<file path="config.mk">
export PLATFORM = sky130hd
export DESIGN_NAME = cat_core
export DESIGN_NICKNAME = d
export VERILOG_FILES = /design/src/core/cat_pkg.sv /design/src/core/cat_core.sv
export VERILOG_INCLUDE_DIRS = /design/src /design/src/core
export SDC_FILE = /design/constraint.sdc
export NUM_CORES = 1
export LEC_CHECK = 0
export BUFFER_PORTS_ARGS = -buffer_cell sky130_fd_sc_hd__buf_2
export CORE_ASPECT_RATIO = 1.25
export CORE_MARGIN = 4
export CORE_UTILIZATION = 42
export CTS_CLUSTER_SIZE = 16
export DETAILED_ROUTE_END_ITERATION = 10
export PLACE_DENSITY = 0.69
export SYNTH_ARGS = -nofsm -noshare
export SYNTH_HDL_FRONTEND = slang
export SYNTH_SLANG_ARGS = --single-unit
</file>
<file path="constraint.sdc">
create_clock -name i_clk -period 7.6 [get_ports i_clk]
set_clock_uncertainty 0.15 [all_clocks]
set_input_delay 1.14 -clock i_clk [delete_from_list [all_inputs] [get_ports i_clk]]
set_output_delay 1.14 -clock i_clk [all_outputs]
set_load 0.02 [all_outputs]
</file>
<file path="src/core/cat_core_regs.svh">
// Constants for the arithmetic/logic execution core: addresses, fields, resets, timing
`ifndef CAT_CORE_REGS_SVH
`define CAT_CORE_REGS_SVH
// ------------------------------------------------------------
// Address space split
// ------------------------------------------------------------
`define CAT_SFR_SEL_BIT   7
// ------------------------------------------------------------
// program_status_word field positions
// ------------------------------------------------------------
`define CAT_PSW_CY        7
`define CAT_PSW_AC        6
`define CAT_PSW_RS_HI     4
`define CAT_PSW_RS_LO     3
`define CAT_PSW_OV        2
`define CAT_PSW_P         0
// ------------------------------------------------------------
// Reset values
// ------------------------------------------------------------
`define CAT_PC_RST        16'h0000
`define CAT_ACC_RST       8'h00
`define CAT_PSW_RST       8'h00
// ------------------------------------------------------------
// Breakpoints and timing counts in clock cycles
// ------------------------------------------------------------
`define CAT_NUM_BKPT      4
`define CAT_CYC_REG       1
`define CAT_CYC_DIRECT    2
`define CAT_CYC_INDIRECT  2
`define CAT_CYC_IMMED     2
`define CAT_CYC_DIR_IMM   3
`endif

</file>
<file path="src/core/cat_pkg.sv">
// Types shared by the arithmetic/logic execution core
package cat_pkg;
    // Instruction step states, one-hot
    typedef enum logic [5:0] {
        S_FETCH = 6'b000001,
        S_OPND1 = 6'b000010,
        S_OPND2 = 6'b000100,
        S_INDIR = 6'b001000,
        S_BRTKN = 6'b010000,
        S_HALT  = 6'b100000
    } cat_state_e;

    // Operand form of an opcode
    typedef enum logic [2:0] {
        C_NOP, C_REG, C_DIR, C_IND, C_IMM, C_DIRA, C_DIRI, C_JZ
    } cat_cls_e;

    // Data memory port towards RAM and special function registers
    typedef struct packed {
        logic [7:0] raddr;
        logic       rd_sfr;
        logic       we;
        logic       wr_sfr;
        logic [7:0] waddr;
        logic [7:0] wdata;
    } cat_mem_s;

    // Debug command port behind the two-wire debug link
    typedef struct packed {
        logic             halt;
        logic             run;
        logic             step;
        logic             acc_we;
        logic             mem_we;
        logic [7:0]       addr;
        logic [7:0]       wdata;
        logic [3:0]       bp_en;
        logic [3:0][15:0] bp_addr;
    } cat_dbg_s;
endpackage

</file>
<file path="src/core/cat_core.sv">
// Arithmetic/logic execution core with cycle timing and debug run control
// Operation
// - Every instruction is timed in single clock cycles, no machine cycles.
// - Most instructions take as many cycles as they have bytes.
// - Conditional branch not taken finishes one cycle sooner than taken.
// - Opcodes, addressing modes and status flag effects match the classic set.
// - Register-with-accumulator operations are one byte, one cycle.
// - Direct byte into accumulator operations are two bytes, two cycles.
// - Indirect RAM into accumulator operations are one byte, two cycles.
// - Immediate into accumulator operations, add with carry too: two bytes, two cycles.
// - Exclusive-OR register into accumulator: one byte, one cycle.
// - Logic ops writing accumulator into direct byte: two bytes, two cycles.
// - Logic ops of immediate into direct byte: three bytes, three cycles.
// - Debug offers breakpoints, run, stop, step, register and memory access.
// - Debug uses no data memory, stack, timers or other core resources.
// - Host programs and debugs over the two-wire link the device serves.
// - Relative offsets are signed 8-bit, from the next instruction's first byte.
// - Direct addresses below 0x80 hit RAM, upper ones hit SFRs.
`timescale 1ns/10ps
`include "cat_core_regs.svh"
module cat_core
    import cat_pkg::*;
(
    input  wire logic        i_clk,        // System clock, 250 MHz
    input  wire logic        i_rst,        // Synchronous reset, active high
    input  wire logic [7:0]  i_code,       // Program byte at o_pc
    output logic      [15:0] o_pc,         // Program counter
    output cat_mem_s         o_mem,        // Data memory request
    input  wire logic [7:0]  i_ram_rdata,  // RAM byte at o_mem.raddr
    input  wire logic [7:0]  i_sfr_rdata,  // SFR byte at o_mem.raddr
    input  wire cat_dbg_s    i_dbg,        // Debug commands
    output logic      [7:0]  o_dbg_rdata,  // Debug memory read data
    output logic             o_halted,     // Core stopped for debug
    output logic      [7:0]  o_acc,        // Accumulator
    output logic      [7:0]  o_psw         // program_status_word
);
    // ------------------------------------------------------------
    // Decode helpers
    // ------------------------------------------------------------
    // Operand form from opcode; unlisted opcodes run as one-cycle no-ops
    function automatic cat_cls_e op_class(input logic [7:0] op);
        logic alu_hi;
        logic log_hi;
        alu_hi = (op[7:4] == 4'h2) || (op[7:4] == 4'h3) || (op[7:4] == 4'h9);
        log_hi = (op[7:4] == 4'h4) || (op[7:4] == 4'h5) || (op[7:4] == 4'h6);
        if (op == 8'h60 || op == 8'h70) return C_JZ;
        else if (!(alu_hi || log_hi)) return C_NOP;
        else if (op[3]) return C_REG;
        else if (op[3:1] == 3'b011) return C_IND;
        else if (op[3:0] == 4'h4) return C_IMM;
        else if (op[3:0] == 4'h5) return C_DIR;
        else if (log_hi && op[3:0] == 4'h2) return C_DIRA;
        else if (log_hi && op[3:0] == 4'h3) return C_DIRI;
        return C_NOP;
    endfunction
    // ALU: returns {cy, ac, ov, result}
    function automatic logic [10:0] alu(input logic [3:0] fn, input logic [7:0] x,
                                        input logic [7:0] y, input logic cin);
        logic [8:0] s;
        logic [4:0] h;
        logic       ov;
        s  = 9'h000;
        h  = 5'h00;
        ov = 1'b0;
        case (fn)
            4'h2, 4'h3: begin
                s  = {1'b0, x} + {1'b0, y} + {8'h00, cin};
                h  = {1'b0, x[3:0]} + {1'b0, y[3:0]} + {4'h0, cin};
                ov = (x[7] == y[7]) && (s[7] != x[7]);
            end
            4'h9: begin
                s  = {1'b0, x} - {1'b0, y} - {8'h00, cin};
                h  = {1'b0, x[3:0]} - {1'b0, y[3:0]} - {4'h0, cin};
                ov = (x[7] != y[7]) && (s[7] != x[7]);
            end
            4'h4:    s = {1'b0, x | y};
            4'h5:    s = {1'b0, x & y};
            4'h6:    s = {1'b0, x ^ y};
            default: s = {1'b0, x};
        endcase
        return {s[8], h[4], ov, s[7:0]};
    endfunction
    // ------------------------------------------------------------
    // State
    // ------------------------------------------------------------
    cat_state_e  state_q, state_d;
    logic [15:0] pc_q, pc_d;
    logic [7:0]  acc_q, acc_d;
    logic [7:0]  psw_q, psw_d;
    logic [7:0]  opc_q;
    logic [7:0]  adr_q;
    logic [1:0]  step_q, step_d;
    // ------------------------------------------------------------
    // Combinational decode and datapath
    // ------------------------------------------------------------
    wire        st_fetch = (state_q == S_FETCH);
    wire        st_op1   = (state_q == S_OPND1);
    wire        st_op2   = (state_q == S_OPND2);
    wire        st_ind   = (state_q == S_INDIR);
    wire        st_halt  = (state_q == S_HALT);
    wire [7:0]  cur_op   = st_fetch ? i_code : opc_q;
    cat_cls_e   cls;
    assign cls = op_class(cur_op);
    wire [1:0]  bank     = psw_q[`CAT_PSW_RS_HI:`CAT_PSW_RS_LO];
    wire [2:0]  reg_idx  = (cls == C_IND) ? {2'b00, i_code[0]} : i_code[2:0];
    // Breakpoint compare on the fetch address, no core resources used
    wire [3:0]  bp_hit_v;
    genvar gi;
    for (gi = 0; gi < `CAT_NUM_BKPT; gi++) begin : g_bp
        assign bp_hit_v[gi] = i_dbg.bp_en[gi] && (i_dbg.bp_addr[gi] == pc_q);
    end
    // A fresh step skips its own breakpoint; an armed step stops at the next boundary
    wire halt_go = st_fetch && ((step_q == 2'd1) ||
                   ((i_dbg.halt || (|bp_hit_v)) && step_q != 2'd2));
    // Read address: bank register, direct byte, latched address or debug
    wire [7:0] raddr = st_halt                    ? i_dbg.addr :
                       st_fetch                   ? {3'b000, bank, reg_idx} :
                       (st_op1 && cls != C_DIRI)  ? i_code : adr_q;
    // Indirect reads always land in RAM
    wire       rd_sfr = raddr[`CAT_SFR_SEL_BIT] && !st_ind;
    wire [7:0] rdata  = rd_sfr ? i_sfr_rdata : i_ram_rdata;
    // Operands: destination-in-memory forms use the memory byte as x
    wire       dst_mem = (cls == C_DIRA) || (cls == C_DIRI);
    wire [7:0] alu_x   = dst_mem ? rdata : acc_q;
    wire [7:0] alu_y   = (cls == C_DIRA)                    ? acc_q  :
                         (cls == C_DIRI || cls == C_IMM)     ? i_code : rdata;
    wire       cin     = (cur_op[7:4] != 4'h2) && psw_q[`CAT_PSW_CY];
    wire [10:0] alu_r  = alu(cur_op[7:4], alu_x, alu_y, cin);
    wire       arith   = (cur_op[7:4] inside {4'h2, 4'h3, 4'h9});
    // Final cycle of each form, where the result is committed
    wire exec = (st_fetch && !halt_go && cls == C_REG) ||
                (st_op1 && (cls == C_DIR || cls == C_IMM || cls == C_DIRA)) ||
                (st_op2 && cls == C_DIRI) ||
                st_ind;
    // Branch on accumulator zero; offset is signed from next instruction
    wire        br_take = (opc_q[4] == 1'b0) ? (acc_q == 8'h00) : (acc_q != 8'h00);
    wire [15:0] br_tgt  = pc_q + 16'h0001 + {{8{i_code[7]}}, i_code};
    // ------------------------------------------------------------
    // Next state, one step per clock
    // ------------------------------------------------------------
    always_comb begin
        state_d = state_q;
        pc_d    = pc_q;
        step_d  = step_q;
        case (state_q)
            S_FETCH: begin
                if (halt_go) begin
                    state_d = S_HALT;
                    step_d  = 2'd0;
                end else begin
                    pc_d = pc_q + 16'h0001;
                    if (step_q == 2'd2)
                        step_d = 2'd1;
                    case (cls)
                        C_REG, C_NOP: state_d = S_FETCH;
                        C_IND:        state_d = S_INDIR;
                        default:      state_d = S_OPND1;
                    endcase
                end
            end
            S_OPND1: begin
                pc_d    = pc_q + 16'h0001;
                state_d = (cls == C_DIRI) ? S_OPND2 : S_FETCH;
                if (cls == C_JZ && br_take) begin
                    pc_d    = br_tgt;
                    state_d = S_BRTKN;
                end
            end
            S_OPND2: begin
                pc_d    = pc_q + 16'h0001;
                state_d = S_FETCH;
            end
            S_INDIR, S_BRTKN: state_d = S_FETCH;
            S_HALT: begin
                if (i_dbg.step) begin
                    state_d = S_FETCH;
                    step_d  = 2'd2;
                end else if (i_dbg.run) begin
                    state_d = S_FETCH;
                end
            end
            default: state_d = S_FETCH;
        endcase
    end
    // Accumulator and flag update; debug may load the accumulator when stopped
    always_comb begin
        acc_d = acc_q;
        psw_d = psw_q;
        if (exec && !dst_mem)
            acc_d = alu_r[7:0];
        if (exec && arith) begin
            psw_d[`CAT_PSW_CY] = alu_r[10];
            psw_d[`CAT_PSW_AC] = alu_r[9];
            psw_d[`CAT_PSW_OV] = alu_r[8];
        end
        if (st_halt && i_dbg.acc_we)
            acc_d = i_dbg.wdata;
        psw_d[`CAT_PSW_P] = ^acc_d;
    end
    // ------------------------------------------------------------
    // Registers
    // ------------------------------------------------------------
    // Single-clock timing: each state except S_HALT holds exactly one cycle
    always_ff @(posedge i_clk) begin
        if (i_rst) begin
            state_q <= S_FETCH;
            pc_q    <= `CAT_PC_RST;
            acc_q   <= `CAT_ACC_RST;
            psw_q   <= `CAT_PSW_RST;
            step_q  <= 2'd0;
        end else begin
            state_q <= state_d;
            pc_q    <= pc_d;
            acc_q   <= acc_d;
            psw_q   <= psw_d;
            step_q  <= step_d;
        end
    end
    // Opcode latch and pointer / direct address latch
    always_ff @(posedge i_clk) begin
        if (i_rst) begin
            opc_q <= 8'h00;
            adr_q <= 8'h00;
        end else begin
            if (st_fetch) opc_q <= i_code;
            if (st_fetch && cls == C_IND) adr_q <= rdata;
            else if (st_op1 && cls == C_DIRI) adr_q <= i_code;
        end
    end
    // ------------------------------------------------------------
    // Outputs; write strobes are combinational so a result lands in its own cycle
    // ------------------------------------------------------------
    wire dbg_wr = st_halt && i_dbg.mem_we;
    wire [7:0] waddr = dbg_wr ? i_dbg.addr : (st_op1 ? i_code : adr_q);
    assign o_mem.raddr  = raddr;
    assign o_mem.rd_sfr = rd_sfr;
    assign o_mem.we     = (exec && dst_mem) || dbg_wr;
    assign o_mem.waddr  = waddr;
    assign o_mem.wr_sfr = waddr[`CAT_SFR_SEL_BIT];
    assign o_mem.wdata  = dbg_wr ? i_dbg.wdata : alu_r[7:0];
    assign o_dbg_rdata  = rdata;
    assign o_pc         = pc_q;
    assign o_acc        = acc_q;
    assign o_psw        = psw_q;
    assign o_halted     = st_halt;

    wire go = st_fetch && !halt_go;
endmodule

</file>
==> summary.md, run 1 <==
| Metric | Value |
|---|---|
| Startpoint types | `input pin` |
| Initial DRT Pass Iterations | `5` |
| Die ar. | `19060 µm²` |
| Die Y | `153.3 µm` |
| Slew Limit Fails | `0` |
| Residual DRC count | `0` |
| Core box area | `16400 µm²` |
| Clock Pin Slew Worst Setup and Hold Paths | `0.08 ns` |
| Post-layout min period | `7.278 ns` |
| Delay-heaviest family, CP | `compound AO/OA/AOI/OAI gates` |
| Worst Setup Path Type | `in -> out` |
| Wire per inst | `20.71 µm` |
| Max Root-Sink Buffers | `2` |
| Total grt overflow | `0` |
| Met1 Track Usage GR | `0.3238` |
| Pwr Density | `221.7 nW/µm²` |
| Share of cells above drive strength 1 | `0.2245` |
| Post-Place Setup Slack | `0.3653 ns` |
| Ys flop type | `dfxtp_1` |
| HP Class | `reg -> reg` |
| Clk Latency, worst-skew pair | `0.30 ns` |
| Yosys reg bits | `52` |
| Setup Viol. Count Final | `0` |
| Fmax | `0.1374 GHz` |
| EDFF count, synth | `0` |
| Slew HR | `0.3818` |
| Yosys warns | `0` |
| Synth Cell Area | `7098 µm²` |
| GRT Overall Usage | `0.2817` |
| H-Tree Depth | `2` |
| # rows | `52` |
| Vias | `7945` |
| M3 GR Usage | `0.04223` |
| Leakage | `3.956 nW` |
| Worst EP required | `6.31 ns` |
| WP buf/inv | `4` |
| DRT iter0 DRCs | `507` |
| Critical Path Max Stage Delay | `0.32 ns` |
| Hold Vio Cnt, Final | `0` |
| Actual slew at the worst max-slew pin | `0.9251 ns` |
| Total CTS buffers | `5` |
| Distinct cells, synth | `94` |
| Largest vdd supply drop | `126.9 µV` |
| Outcome | `finished, final reports clean` |
| Mapped Avg Cell Area | `7.141 µm²` |
| Met2 Use GR | `0.5000` |
| Worst Path Arrival | `5.99 ns` |
| Setup TNS | `0 ns` |
| Max-cap violations | `0` |
| Count of nets after finishing | `1306` |
| Buffers on Ports | `178` |
| Mapped Cells | `994` |
| Tcrit/Tclk final | `0.9576` |
| Final worst slack | `0.3219 ns` |
| Final Power | `0.001862 W` |
| Die width | `124.3 µm` |
| TritonCTS clock tree | `done` |
| Post-CTS Resized | `0` |
| Ys async rst share | `0` |
| Initial Util | `0.4329` |
| Final instance area | `8397 µm²` |
| Placed Instance Area | `8207 µm²` |
| Register area share after synthesis | `0.1467` |
| Vias/cell | `5.838` |
| Area growth syn-to-layout | `18.30%` |
| DPL Wire Length | `22.74 mm` |
| First-pass GRT wire length | `43.33 mm` |
| Post-CTS Hold Fix Bufs | `0` |
| Crit end category | `output pin` |
| Detailed Route WL | `28.18 mm` |
| Post-CTS Setup Repair Bufs | `0` |
| CTS sink cnt | `52` |
| Initial antenna violation count | `0` |
| Final Core Density | `0.5121` |
| CTS root buf | `clkbuf_16` |
| CP Max Fanout | `13` |
| GRT Max-Usage Layer | `met2` |
| Largest net degree at the start of global routing | `55` |
| Diodes inserted | `0` |
| CP most frequent cell | `o21ai_0` |
| Vias in the first global route | `7768` |
| CP max stage cell | `mux2_2` |
| ANT nets after route | `0` |
| Routability Congestion | `1.013` |
| Ports | `183` |
## power breakdown
part / total [W] / leakage [nW] / internal, W / switching [W]
sequential: 0.000381 / 0.424 / 0.000306 / 0.0000741
combinational: 0.00123 / 3.46 / 0.000485 / 0.000743
clock: 0.000253 / 0.0701 / 0.000132 / 0.000121
## final timing paths
kind / from / to / slack [ns] / cells past startpoint
max: i_code[5] / o_mem[6] / 0.32 / 26
min: o_psw[6] / o_psw[6] / 0.35 / 2
max reg2reg: state_q[5] / o_psw[0] / 1.13 / 28
min reg2reg: o_psw[6] / o_psw[6] / 0.35 / 2
## cells in the final DEF (no fill, tap or decap), drive strengths merged, types with 4 or more instances in the layout
master  netlist  final
nand2b        7      7
xnor2        35     35
o22ai         4      4
nor2b         7      7
o21ai        54     54
a31oi        28     28
a21boi        4      4
a21oi        55     55
nor4b         5      5
mux2i        27     27
nand2       125    125
o21a          5      5
conb          1      4
a221oi       10     10
ha           44     44
mux2         14     14
nand3        24     24
or3           7      7
nor2        106    106
nand3b        6      6
inv          50     50
nor3         21     21
o221a         4      4
and3         10     10
dfxtp        52     52
nand4        11     11
o21bai       11     11
nor3b         8      8
o211ai        7      7
a211oi       20     20
xor2         69     69
o31ai         6      6
and2          7      7
a311oi        5      5
nor4         18     18
clkbuf       56      7
a21o          8      8
buf          12    208
## routing by layer
metal	routed length [µm]	vias up	share of wire
met5	0	-	0
met2	13650	356	0.48
met1	11110	3673	0.39
met4	1628	0	0.058
li1	-	3849	-
met3	1796	67	0.064
## sequential cells by signal, indices dropped and copies added (netlist names)
name	flops
adr_q	8
state_q	6
opc_q	8
step_q	2
o_acc	8
o_psw	4
o_pc	16
## cells in the mapped netlist, drive strengths merged, types with 4 or more instances
cell	instances	share of area
a211oi	20	0.021
a21boi	4	0.0042
a21o	8	0.0085
a21oi	55	0.039
a221oi	10	0.015
a311oi	5	0.0062
a31oi	28	0.025
and2	7	0.0062
and3	10	0.0095
buf	12	0.012
clkbuf	56	0.030
dfxtp	52	0.15
ha	44	0.078
inv	50	0.026
mux2	14	0.023
mux2i	27	0.039
nand2	125	0.066
nand2b	7	0.0062
nand3	24	0.017
nand3b	6	0.0063
nand4	11	0.0097
nor2	106	0.058
nor2b	7	0.0062
nor3	21	0.016
nor3b	8	0.0085
nor4	18	0.019
nor4b	5	0.0083
o211ai	7	0.0081
o21a	5	0.0053
o21ai	54	0.039
o21bai	11	0.012
o221a	4	0.0076
o22ai	4	0.0035
o31ai	6	0.0063
or3	7	0.0069
xnor2	35	0.043
xor2	69	0.085
## logic make-up (layout without fill, tap and decap cells)
logic type / after synthesis / after routing / share of synthesized area
muxes: 41 / 41 / 0.06134
and+or+nand+nor: 375 / 375 / 0.2595
DFF: 52 / 52 / 0.1467
AOI/OAI and AO/OA: 254 / 254 / 0.2431
other: 1 / 4 / 0.0005283
buffers and inverters: 118 / 266 / 0.06804
xor gates and xnor gates: 106 / 106 / 0.1348
adders and majority gates: 47 / 47 / 0.08602
## worst min-delay path: stages, from the launching register on
cell,delay [ns]
dfxtp_1,0.32
nor2_1,0.09
nor3_1,0.05
## cell type report
class / count / area (µm²)
fill: 1695 / 7999
multi-input combinational: 827 / 5632
timing repair buffer: 208 / 1116
sequential: 52 / 1041
tap: 216 / 270.3
inverter: 50 / 187.7
clock buffer: 7 / 142.6
clock inverter: 1 / 7.507
## per-stage QoR
stage / hold slack, ns / std cells
after floorplan: 0.3131 / 997
after global placement: 0.3271 / 1353
after detailed placement: 0.3337 / 1353
after CTS: 0.3503 / 1361
after global routing: 0.3756 / 1361
final: 0.3506 / 1361
Power figures use the tool's default switching activity.
==> run 2: changes to the inputs <==
--- a/config.mk
+++ b/config.mk
@@ -6,6 +6,7 @@
 export SDC_FILE = /design/constraint.sdc
 export NUM_CORES = 1
 export LEC_CHECK = 0
+export ABC_AREA = 1
 export BUFFER_PORTS_ARGS = -buffer_cell sky130_fd_sc_hd__buf_2
 export CORE_ASPECT_RATIO = 1.25
 export CORE_MARGIN = 4
==> run 2 against run 1 <==
  * Core utilization fell by 0.19 points
  * Non-clock buffer count fell by 21
  * Hold slack got worse by 0.020 ns
  * Die area fell by 4.5%
  * Synthesized cell count rose by 12%
  * Largest cell class unchanged
  * Largest power group unchanged
==> summary.md, run 2 <==
| Metric | Value |
|---|---|
| Buffers on Ports | `178 (unchanged)` |
| Most frequent cells in the layout | `nand2_1, buf_2, inv_1 (was buf_2, nand2_1, nor2_1)` |
| Yosys top cell by area | `dfxtp_1 (unchanged)` |
| Mapped Avg Cell Area | `6.060 µm² (was 7.141 µm²)` |
| CP max stage cell | `nor2_2 (was mux2_2)` |
| Pwr Density | `485.6 nW/µm² (was 221.7 nW/µm²)` |
| Vias in the first global route | `7512 (was 7768)` |
| Distinct cells, synth | `53 (was 94)` |
| Actual slew at the worst max-slew pin | `0.8003 ns (was 0.9251 ns)` |
| Count of nets after finishing | `1443 (was 1306)` |
| Met1 Track Usage GR | `0.3049 (was 0.3238)` |
| Initial Util | `0.4308 (was 0.4329)` |
| EDFF count, synth | `0 (unchanged)` |
| Die width | `121.5 µm (was 124.3 µm)` |
| Hold Vio Cnt, Final | `0 (unchanged)` |
| Worst Setup Path Type | `reg -> out (was in -> out)` |
| Slew HR | `0.4645 (was 0.3818)` |
| GRT Max-Usage Layer | `met2 (unchanged)` |
| Worst EP required | `6.31 ns (about the same)` |
| Crit end category | `output pin (unchanged)` |
| RSZ-0062 raised after global routing | `false` |
| Post-synth top cells | `nand2_1, inv_1, nor2_1 (was nand2_1, nor2_1, xor2_1)` |
| Detailed Route WL | `25.13 mm (was 28.18 mm)` |
| Register area share after synthesis | `0.1539 (was 0.1467)` |
| Register area | `1041 µm² (unchanged)` |
| Initial DRT Pass Iterations | `5 (unchanged)` |
| Ys flop type | `dfxtp_1 (unchanged)` |
| CP most frequent cell | `inv_1 (was o21ai_0)` |
| DPL Wire Length | `20.85 mm (was 22.74 mm)` |
| Leakage | `4.275 nW (was 3.956 nW)` |
| Yosys warns | `0 (unchanged)` |
| Fmax | `0.1415 GHz (was 0.1374 GHz)` |
| Tcrit/Tclk final | `0.9302 (was 0.9576)` |
| Ports | `183 (unchanged)` |
| Largest register FFs | `16 (unchanged)` |
| Largest vdd supply drop | `403.1 µV (was 126.9 µV)` |
| Max Root-Sink Buffers | `2 (unchanged)` |
| H-Tree Depth | `2 (unchanged)` |
| Critical Path Max Stage Delay | `0.52 ns (was 0.32 ns)` |
| Clk Latency, worst-skew pair | `0.30 ns (about the same)` |
| Ys async rst share | `0 (unchanged)` |
| Worst Path Arrival | `5.78 ns (was 5.99 ns)` |
| CTS sink cnt | `52 (unchanged)` |
| DRT iter0 DRCs | `431 (was 507)` |
| CP Max Fanout | `18 (was 13)` |
| Fin Hold WS | `0.3307 ns (was 0.3506 ns)` |
| Setup Viol. Count Final | `0 (unchanged)` |
| Yosys top cell area share | `0.1539 (was 0.1467)` |
| Outcome | `finished, final reports clean (unchanged)` |
| GRT Overall Usage | `0.2687 (was 0.2817)` |
| Post-CTS Setup Repair Bufs | `0 (unchanged)` |
| ANT nets after route | `0 (unchanged)` |
| Post-layout min period | `7.070 ns (was 7.278 ns)` |
| HP Class | `reg -> reg (unchanged)` |
| First-pass GRT wire length | `38.61 mm (was 43.33 mm)` |
| Yosys reg bits | `52 (unchanged)` |
| Residual DRC count | `0 (unchanged)` |
| Mapped Cells | `1116 (was 994)` |
| Routability Congestion | `1.040 (was 1.013)` |
| Slew Limit Fails | `0 (unchanged)` |
| Final Power | `0.003889 W (was 0.001862 W)` |
| Max-cap violations | `0 (unchanged)` |
| Top-count cell post-synth | `nand2_1 (unchanged)` |
| Startpoint types | `flip-flop (was input pin)` |
| Initial antenna violation count | `0 (unchanged)` |
| Vias | `7908 (was 7945)` |
| # fillers | `1702 (was 1695)` |
| Vias/cell | `5.293 (was 5.838)` |
| Setup TNS | `0 ns (unchanged)` |
| Largest net degree at the start of global routing | `37 (was 55)` |
| Share of cells above drive strength 1 | `0.2137 (was 0.2245)` |
| Synth Cell Area | `6763 µm² (was 7098 µm²)` |
| Area growth syn-to-layout | `18.43% (was 18.30%)` |
| # rows | `51 (was 52)` |
| Commonest non-fill, non-tap cell in the layout | `nand2_1 (was buf_2)` |
| Core box area | `15700 µm² (was 16400 µm²)` |
| Dominant cells by area after synthesis | `dfxtp_1, nand2_1, ha_1 (was dfxtp_1, xor2_1, ha_1)` |
| Met2 Use GR | `0.4985 (was 0.5000)` |
| Diodes inserted | `0 (unchanged)` |
| Die Y | `149.9 µm (was 153.3 µm)` |
| Total grt overflow | `0 (unchanged)` |
| Multi-input logic area | `4945 µm² (was 5632 µm²)` |
| Total CTS buffers | `5 (unchanged)` |
| M3 GR Usage | `0.04121 (was 0.04223)` |
| Clock Pin Slew Worst Setup and Hold Paths | `0.07 ns (was 0.08 ns)` |
| TritonCTS clock tree | `done (unchanged)` |
| CTS root buf | `clkbuf_16 (unchanged)` |
| Wire per inst | `16.82 µm (was 20.71 µm)` |
| Die ar. | `18210 µm² (was 19060 µm²)` |
## run 2: changes by cell type after synthesis, sizes merged, moves of 17 or more
cell	previous run	this run
inv	50	154
or2	3	20
nand2	125	283
a31oi	28	3
xor2	69	33
nand3	24	64
mux2i	27	1
o21ai	54	106
clkbuf	56	19
## run 2: logic make-up after synthesis
logic type | Yosys count | synth area share
compound gates | 241 | 0.2089
flops | 52 | 0.1539
fa+ha+maj | 47 | 0.09029
simple gates | 521 | 0.3584
buf+inv | 199 | 0.1166
other cells | 1 | 0.0005545
xor+xnor | 54 | 0.06994
mux | 1 | 0.001480
## run 2: area by class of cell
| class | count | area share |
|---|---|---|
| multi-input combinational | 868 | 0.6174 |
| sequential | 52 | 0.1300 |
| timing repair buffer | 187 | 0.1197 |
| inverter | 167 | 0.07889 |
| tap | 212 | 0.03312 |
| clock buffer | 6 | 0.01609 |
| clock inverter | 2 | 0.004843 |
## run 2: final timing paths
check                                 from        end  slack, ns  cells past startpoint
worst max-delay path            state_q[5]   o_mem[6]       0.53                     34
worst min-delay path             step_q[0]  step_q[0]       0.33                      2
worst max register to register  state_q[5]   o_psw[0]       1.46                     39
worst min register to register   step_q[0]  step_q[0]       0.33                      2
## run 2: worst max-delay path: cells and delay by family, from the launching register on
kind	cells	cell delay (ns)
buf+inv	7	0.70
flops	1	0.32
fa+ha+maj	2	0.71
compound gates	9	1.38
simple gates	16	2.36
## run 2: repair_timing
action / 4_1_cts / 5_1_grt
gates resized for setup: 0 / 1
hold buffers: 0 / 0
setup endpoints to repair: 0 / 1
## run 2: where the power goes
group	internal (W)	total, W	switching (W)
clock	0.000157	0.000270	0.000113
combinational	0.00107	0.00316	0.00209
sequential	0.000361	0.000459	0.0000979
total	0.00159	0.00389	0.00230
## run 2: routing by layer
layer  share of wire  up-vias  wire (µm)
li1                -     4008          -
met1            0.39     3525       9871
met2            0.49      322      12400
met3           0.077       53       1926
met4           0.037        0        937
met5               0        -          0
## run 2: through the flow
stage / utilization / setup slack (ns) / instances / cell area, µm²
CTS: 0.5102 / 0.4075 / 1494 / 8009
floorplan: - / 1.183 / 1119 / 6774
detailed placement: 0.4995 / 0.4152 / 1486 / 7841
finish: 0.5102 / 0.5303 / 1494 / 8009
global placement: 0.4995 / 0.5677 / 1486 / 7841
global route: 0.5102 / 0.04343 / 1494 / 8009
==> run 3: changes to the inputs <==
--- a/config.mk
+++ b/config.mk
@@ -10,10 +10,10 @@
 export BUFFER_PORTS_ARGS = -buffer_cell sky130_fd_sc_hd__buf_2
 export CORE_ASPECT_RATIO = 1.25
 export CORE_MARGIN = 4
-export CORE_UTILIZATION = 42
+export CORE_UTILIZATION = 55
 export CTS_CLUSTER_SIZE = 16
 export DETAILED_ROUTE_END_ITERATION = 10
-export PLACE_DENSITY = 0.69
+export PLACE_DENSITY = 0.86
 export SYNTH_ARGS = -nofsm -noshare
 export SYNTH_HDL_FRONTEND = slang
 export SYNTH_SLANG_ARGS = --single-unit
==> run 3 against run 2 <==
  * Routed wire length shrank 8.6%
  * Sequential share of layout area grew 0.11 points
  * Global-route usage is 4.5 points higher
==> summary.md, run 3 (synthesis gave the netlist of run 2 again) <==
| Metric | Value |
|---|---|
| Hold Vio Cnt, Final | `0 (unchanged)` |
| Reg-to-reg endpoint | `o_psw[0] (unchanged)` |
| DRT iter0 DRCs | `750 (was 431)` |
| HP Class | `reg -> reg (unchanged)` |
| Wire per inst | `15.90 µm (was 16.82 µm)` |
| Post-CTS Hold Fix Bufs | `0 (unchanged)` |
| Delay-heaviest family, CP | `simple AND/OR/NAND/NOR gates (unchanged)` |
| Total CTS buffers | `5 (unchanged)` |
| Slew Limit Fails | `0 (unchanged)` |
| Routability Congestion | `0.9767 (was 1.040)` |
| TritonCTS clock tree | `done (unchanged)` |
| H-Tree Depth | `2 (unchanged)` |
| First-pass GRT wire length | `36.38 mm (was 38.61 mm)` |
| Vias | `8121 (was 7908)` |
| Area growth syn-to-layout | `17.43% (was 18.43%)` |
| Actual slew at the worst max-slew pin | `0.8229 ns (was 0.8003 ns)` |
| Die width | `107.2 µm (was 121.5 µm)` |
| Critical Path Max Stage Delay | `0.39 ns (was 0.52 ns)` |
| Final Core Density | `0.6560 (was 0.5102)` |
| Vias in the first global route | `7697 (was 7512)` |
| RSZ-0062 raised after global routing | `false (unchanged)` |
| Largest register FFs | `16 (unchanged)` |
| Clk Latency, worst-skew pair | `0.30 ns (about the same)` |
| Initial antenna violation count | `0 (unchanged)` |
| R2r startpoint | `state_q[2] (was state_q[5])` |
| CP max stage cell | `ha_1 (was nor2_2)` |
| Outcome | `finished, final reports clean (unchanged)` |
| Hold Startpoint | `step_q[0] (unchanged)` |
| Ports | `183 (unchanged)` |
| Worst EP required | `6.31 ns (about the same)` |
| Fmax | `0.1414 GHz (was 0.1415 GHz)` |
| Largest net degree at the start of global routing | `37 (unchanged)` |
| Post-CTS Resized | `0 (unchanged)` |
| DPL Wire Length | `18.64 mm (was 20.85 mm)` |
| Count of nets after finishing | `1442 (was 1443)` |
| Startpoint types | `input pin (was flip-flop)` |
| Die ar. | `14150 µm² (was 18210 µm²)` |
| # rows | `45 (was 51)` |
| Clock Pin Slew Worst Setup and Hold Paths | `0.07 ns (about the same)` |
| Core box area | `12110 µm² (was 15700 µm²)` |
| Worst Setup Path Type | `in -> out (was reg -> out)` |
| Post-layout min period | `7.072 ns (was 7.070 ns)` |
| Initial Util | `0.5587 (was 0.4308)` |
| Initial DRT Pass Iterations | `6 (was 5)` |
| # fillers | `1175 (was 1702)` |
| Die Y | `132.0 µm (was 149.9 µm)` |
| Buffers on Ports | `178 (unchanged)` |
| Register-to-Register Path Depth | `35 (was 39)` |
| Vias/cell | `5.620 (was 5.293)` |
| Pwr Density | `485.7 nW/µm² (was 485.6 nW/µm²)` |
| CTS sink cnt | `52 (unchanged)` |
| Max Root-Sink Buffers | `2 (unchanged)` |
| Largest vdd supply drop | `350.2 µV (was 403.1 µV)` |
| Total grt overflow | `0 (unchanged)` |
| CP most frequent cell | `inv_1 (unchanged)` |
| Residual DRC count | `0 (unchanged)` |
| WP buf/inv | `8 (was 7)` |
| GRT Overall Usage | `0.3135 (was 0.2687)` |
| Most frequent cells in the layout | `nand2_1, buf_2, inv_1 (unchanged)` |
| Slew HR | `0.4464 (was 0.4645)` |
| Crit end category | `output pin (unchanged)` |
| Post-CTS Setup Repair Bufs | `0 (unchanged)` |
| Detailed Route WL | `22.97 mm (was 25.13 mm)` |
| Tcrit/Tclk final | `0.9306 (was 0.9302)` |
| Max-cap violations | `0 (unchanged)` |
| ANT nets after route | `0 (unchanged)` |
| Reg2Reg Setup Slack | `1.47 ns (was 1.46 ns)` |
| Commonest non-fill, non-tap cell in the layout | `nand2_1 (unchanged)` |
| Worst Path Arrival | `5.78 ns (about the same)` |
| Setup TNS | `0 ns (unchanged)` |
| Leakage | `4.268 nW (was 4.275 nW)` |
| WHS Path Cells | `2 (unchanged)` |
| Diodes inserted | `0 (unchanged)` |
| WHS Endpoint | `step_q[0] (unchanged)` |
| CTS root buf | `clkbuf_16 (unchanged)` |
| CP Max Fanout | `9 (was 18)` |
| Setup Viol. Count Final | `0 (unchanged)` |
| Share of cells above drive strength 1 | `0.2131 (was 0.2137)` |
## run 3: changes by cell type in the layout (fill, tap and decap cells not counted)
cell,change
buf_4,-1
## run 3: worst max path at each step
stage	depth (start not counted)	slack, ns	start	to
finish	33	0.53	i_code[7]	o_mem[6]
floorplan	29	1.18	i_code[7]	o_mem[6]
detailed placement	33	0.46	i_code[7]	o_mem[6]
global placement	33	0.61	i_code[7]	o_mem[6]
global route	33	0.12	i_code[7]	o_mem[6]
CTS	33	0.47	i_code[7]	o_mem[6]
## run 3: layout make-up
class / instances / area (µm²) / share of cell area
Clock buffer: 6 / 128.9 / 0.01623
Clock inverter: 2 / 38.79 / 0.004884
Inverter: 167 / 631.9 / 0.07957
Multi-Input combinational cell: 868 / 4945 / 0.6227
Sequential cell: 52 / 1041 / 0.1311
Tap cell: 164 / 205.2 / 0.02584
Timing Repair Buffer: 186 / 950.9 / 0.1197
## run 3: worst register-to-register path: cells and delay by family, from the launching register on
kind	cells	cell delay, ns
compound gates	2	0.52
xor+xnor	2	0.46
flops	1	0.35
simple gates	25	3.51
buf+inv	5	0.56
fa+ha+maj	1	0.51
## run 3: metrics by stage
step | setup slack (ns) | cells | power [W] | cell area, µm² | hold slack [ns]
5_1_grt | 0.1176 | 1445 | 0.004247 | 7941 | 0.3447
2_1_floorplan | 1.183 | 1119 | 0.002777 | 6774 | 0.2997
3_3_place_gp | 0.6078 | 1437 | 0.003478 | 7774 | 0.3157
6_report | 0.5277 | 1445 | 0.003857 | 7941 | 0.3297
4_1_cts | 0.4683 | 1445 | 0.003814 | 7941 | 0.3271
3_5_place_dp | 0.4643 | 1437 | 0.003525 | 7774 | 0.3177
## run 3: report_power, final
group / leakage, nW / switching [W] / internal [W]
sequential: 0.425 / 0.0000966 / 0.000361
clock: 0.0815 / 0.000116 / 0.000157
combinational: 3.76 / 0.00207 / 0.00106
total: 4.27 / 0.00228 / 0.00158
## run 3: metal layers
metal  part of all wire  vias up  track usage
met5                  0        -            0
li1                   -     4012            -
met1               0.38     3637       0.3546
met2               0.48      391       0.5560
met4              0.047        0       0.1542
met3              0.089       81      0.05781
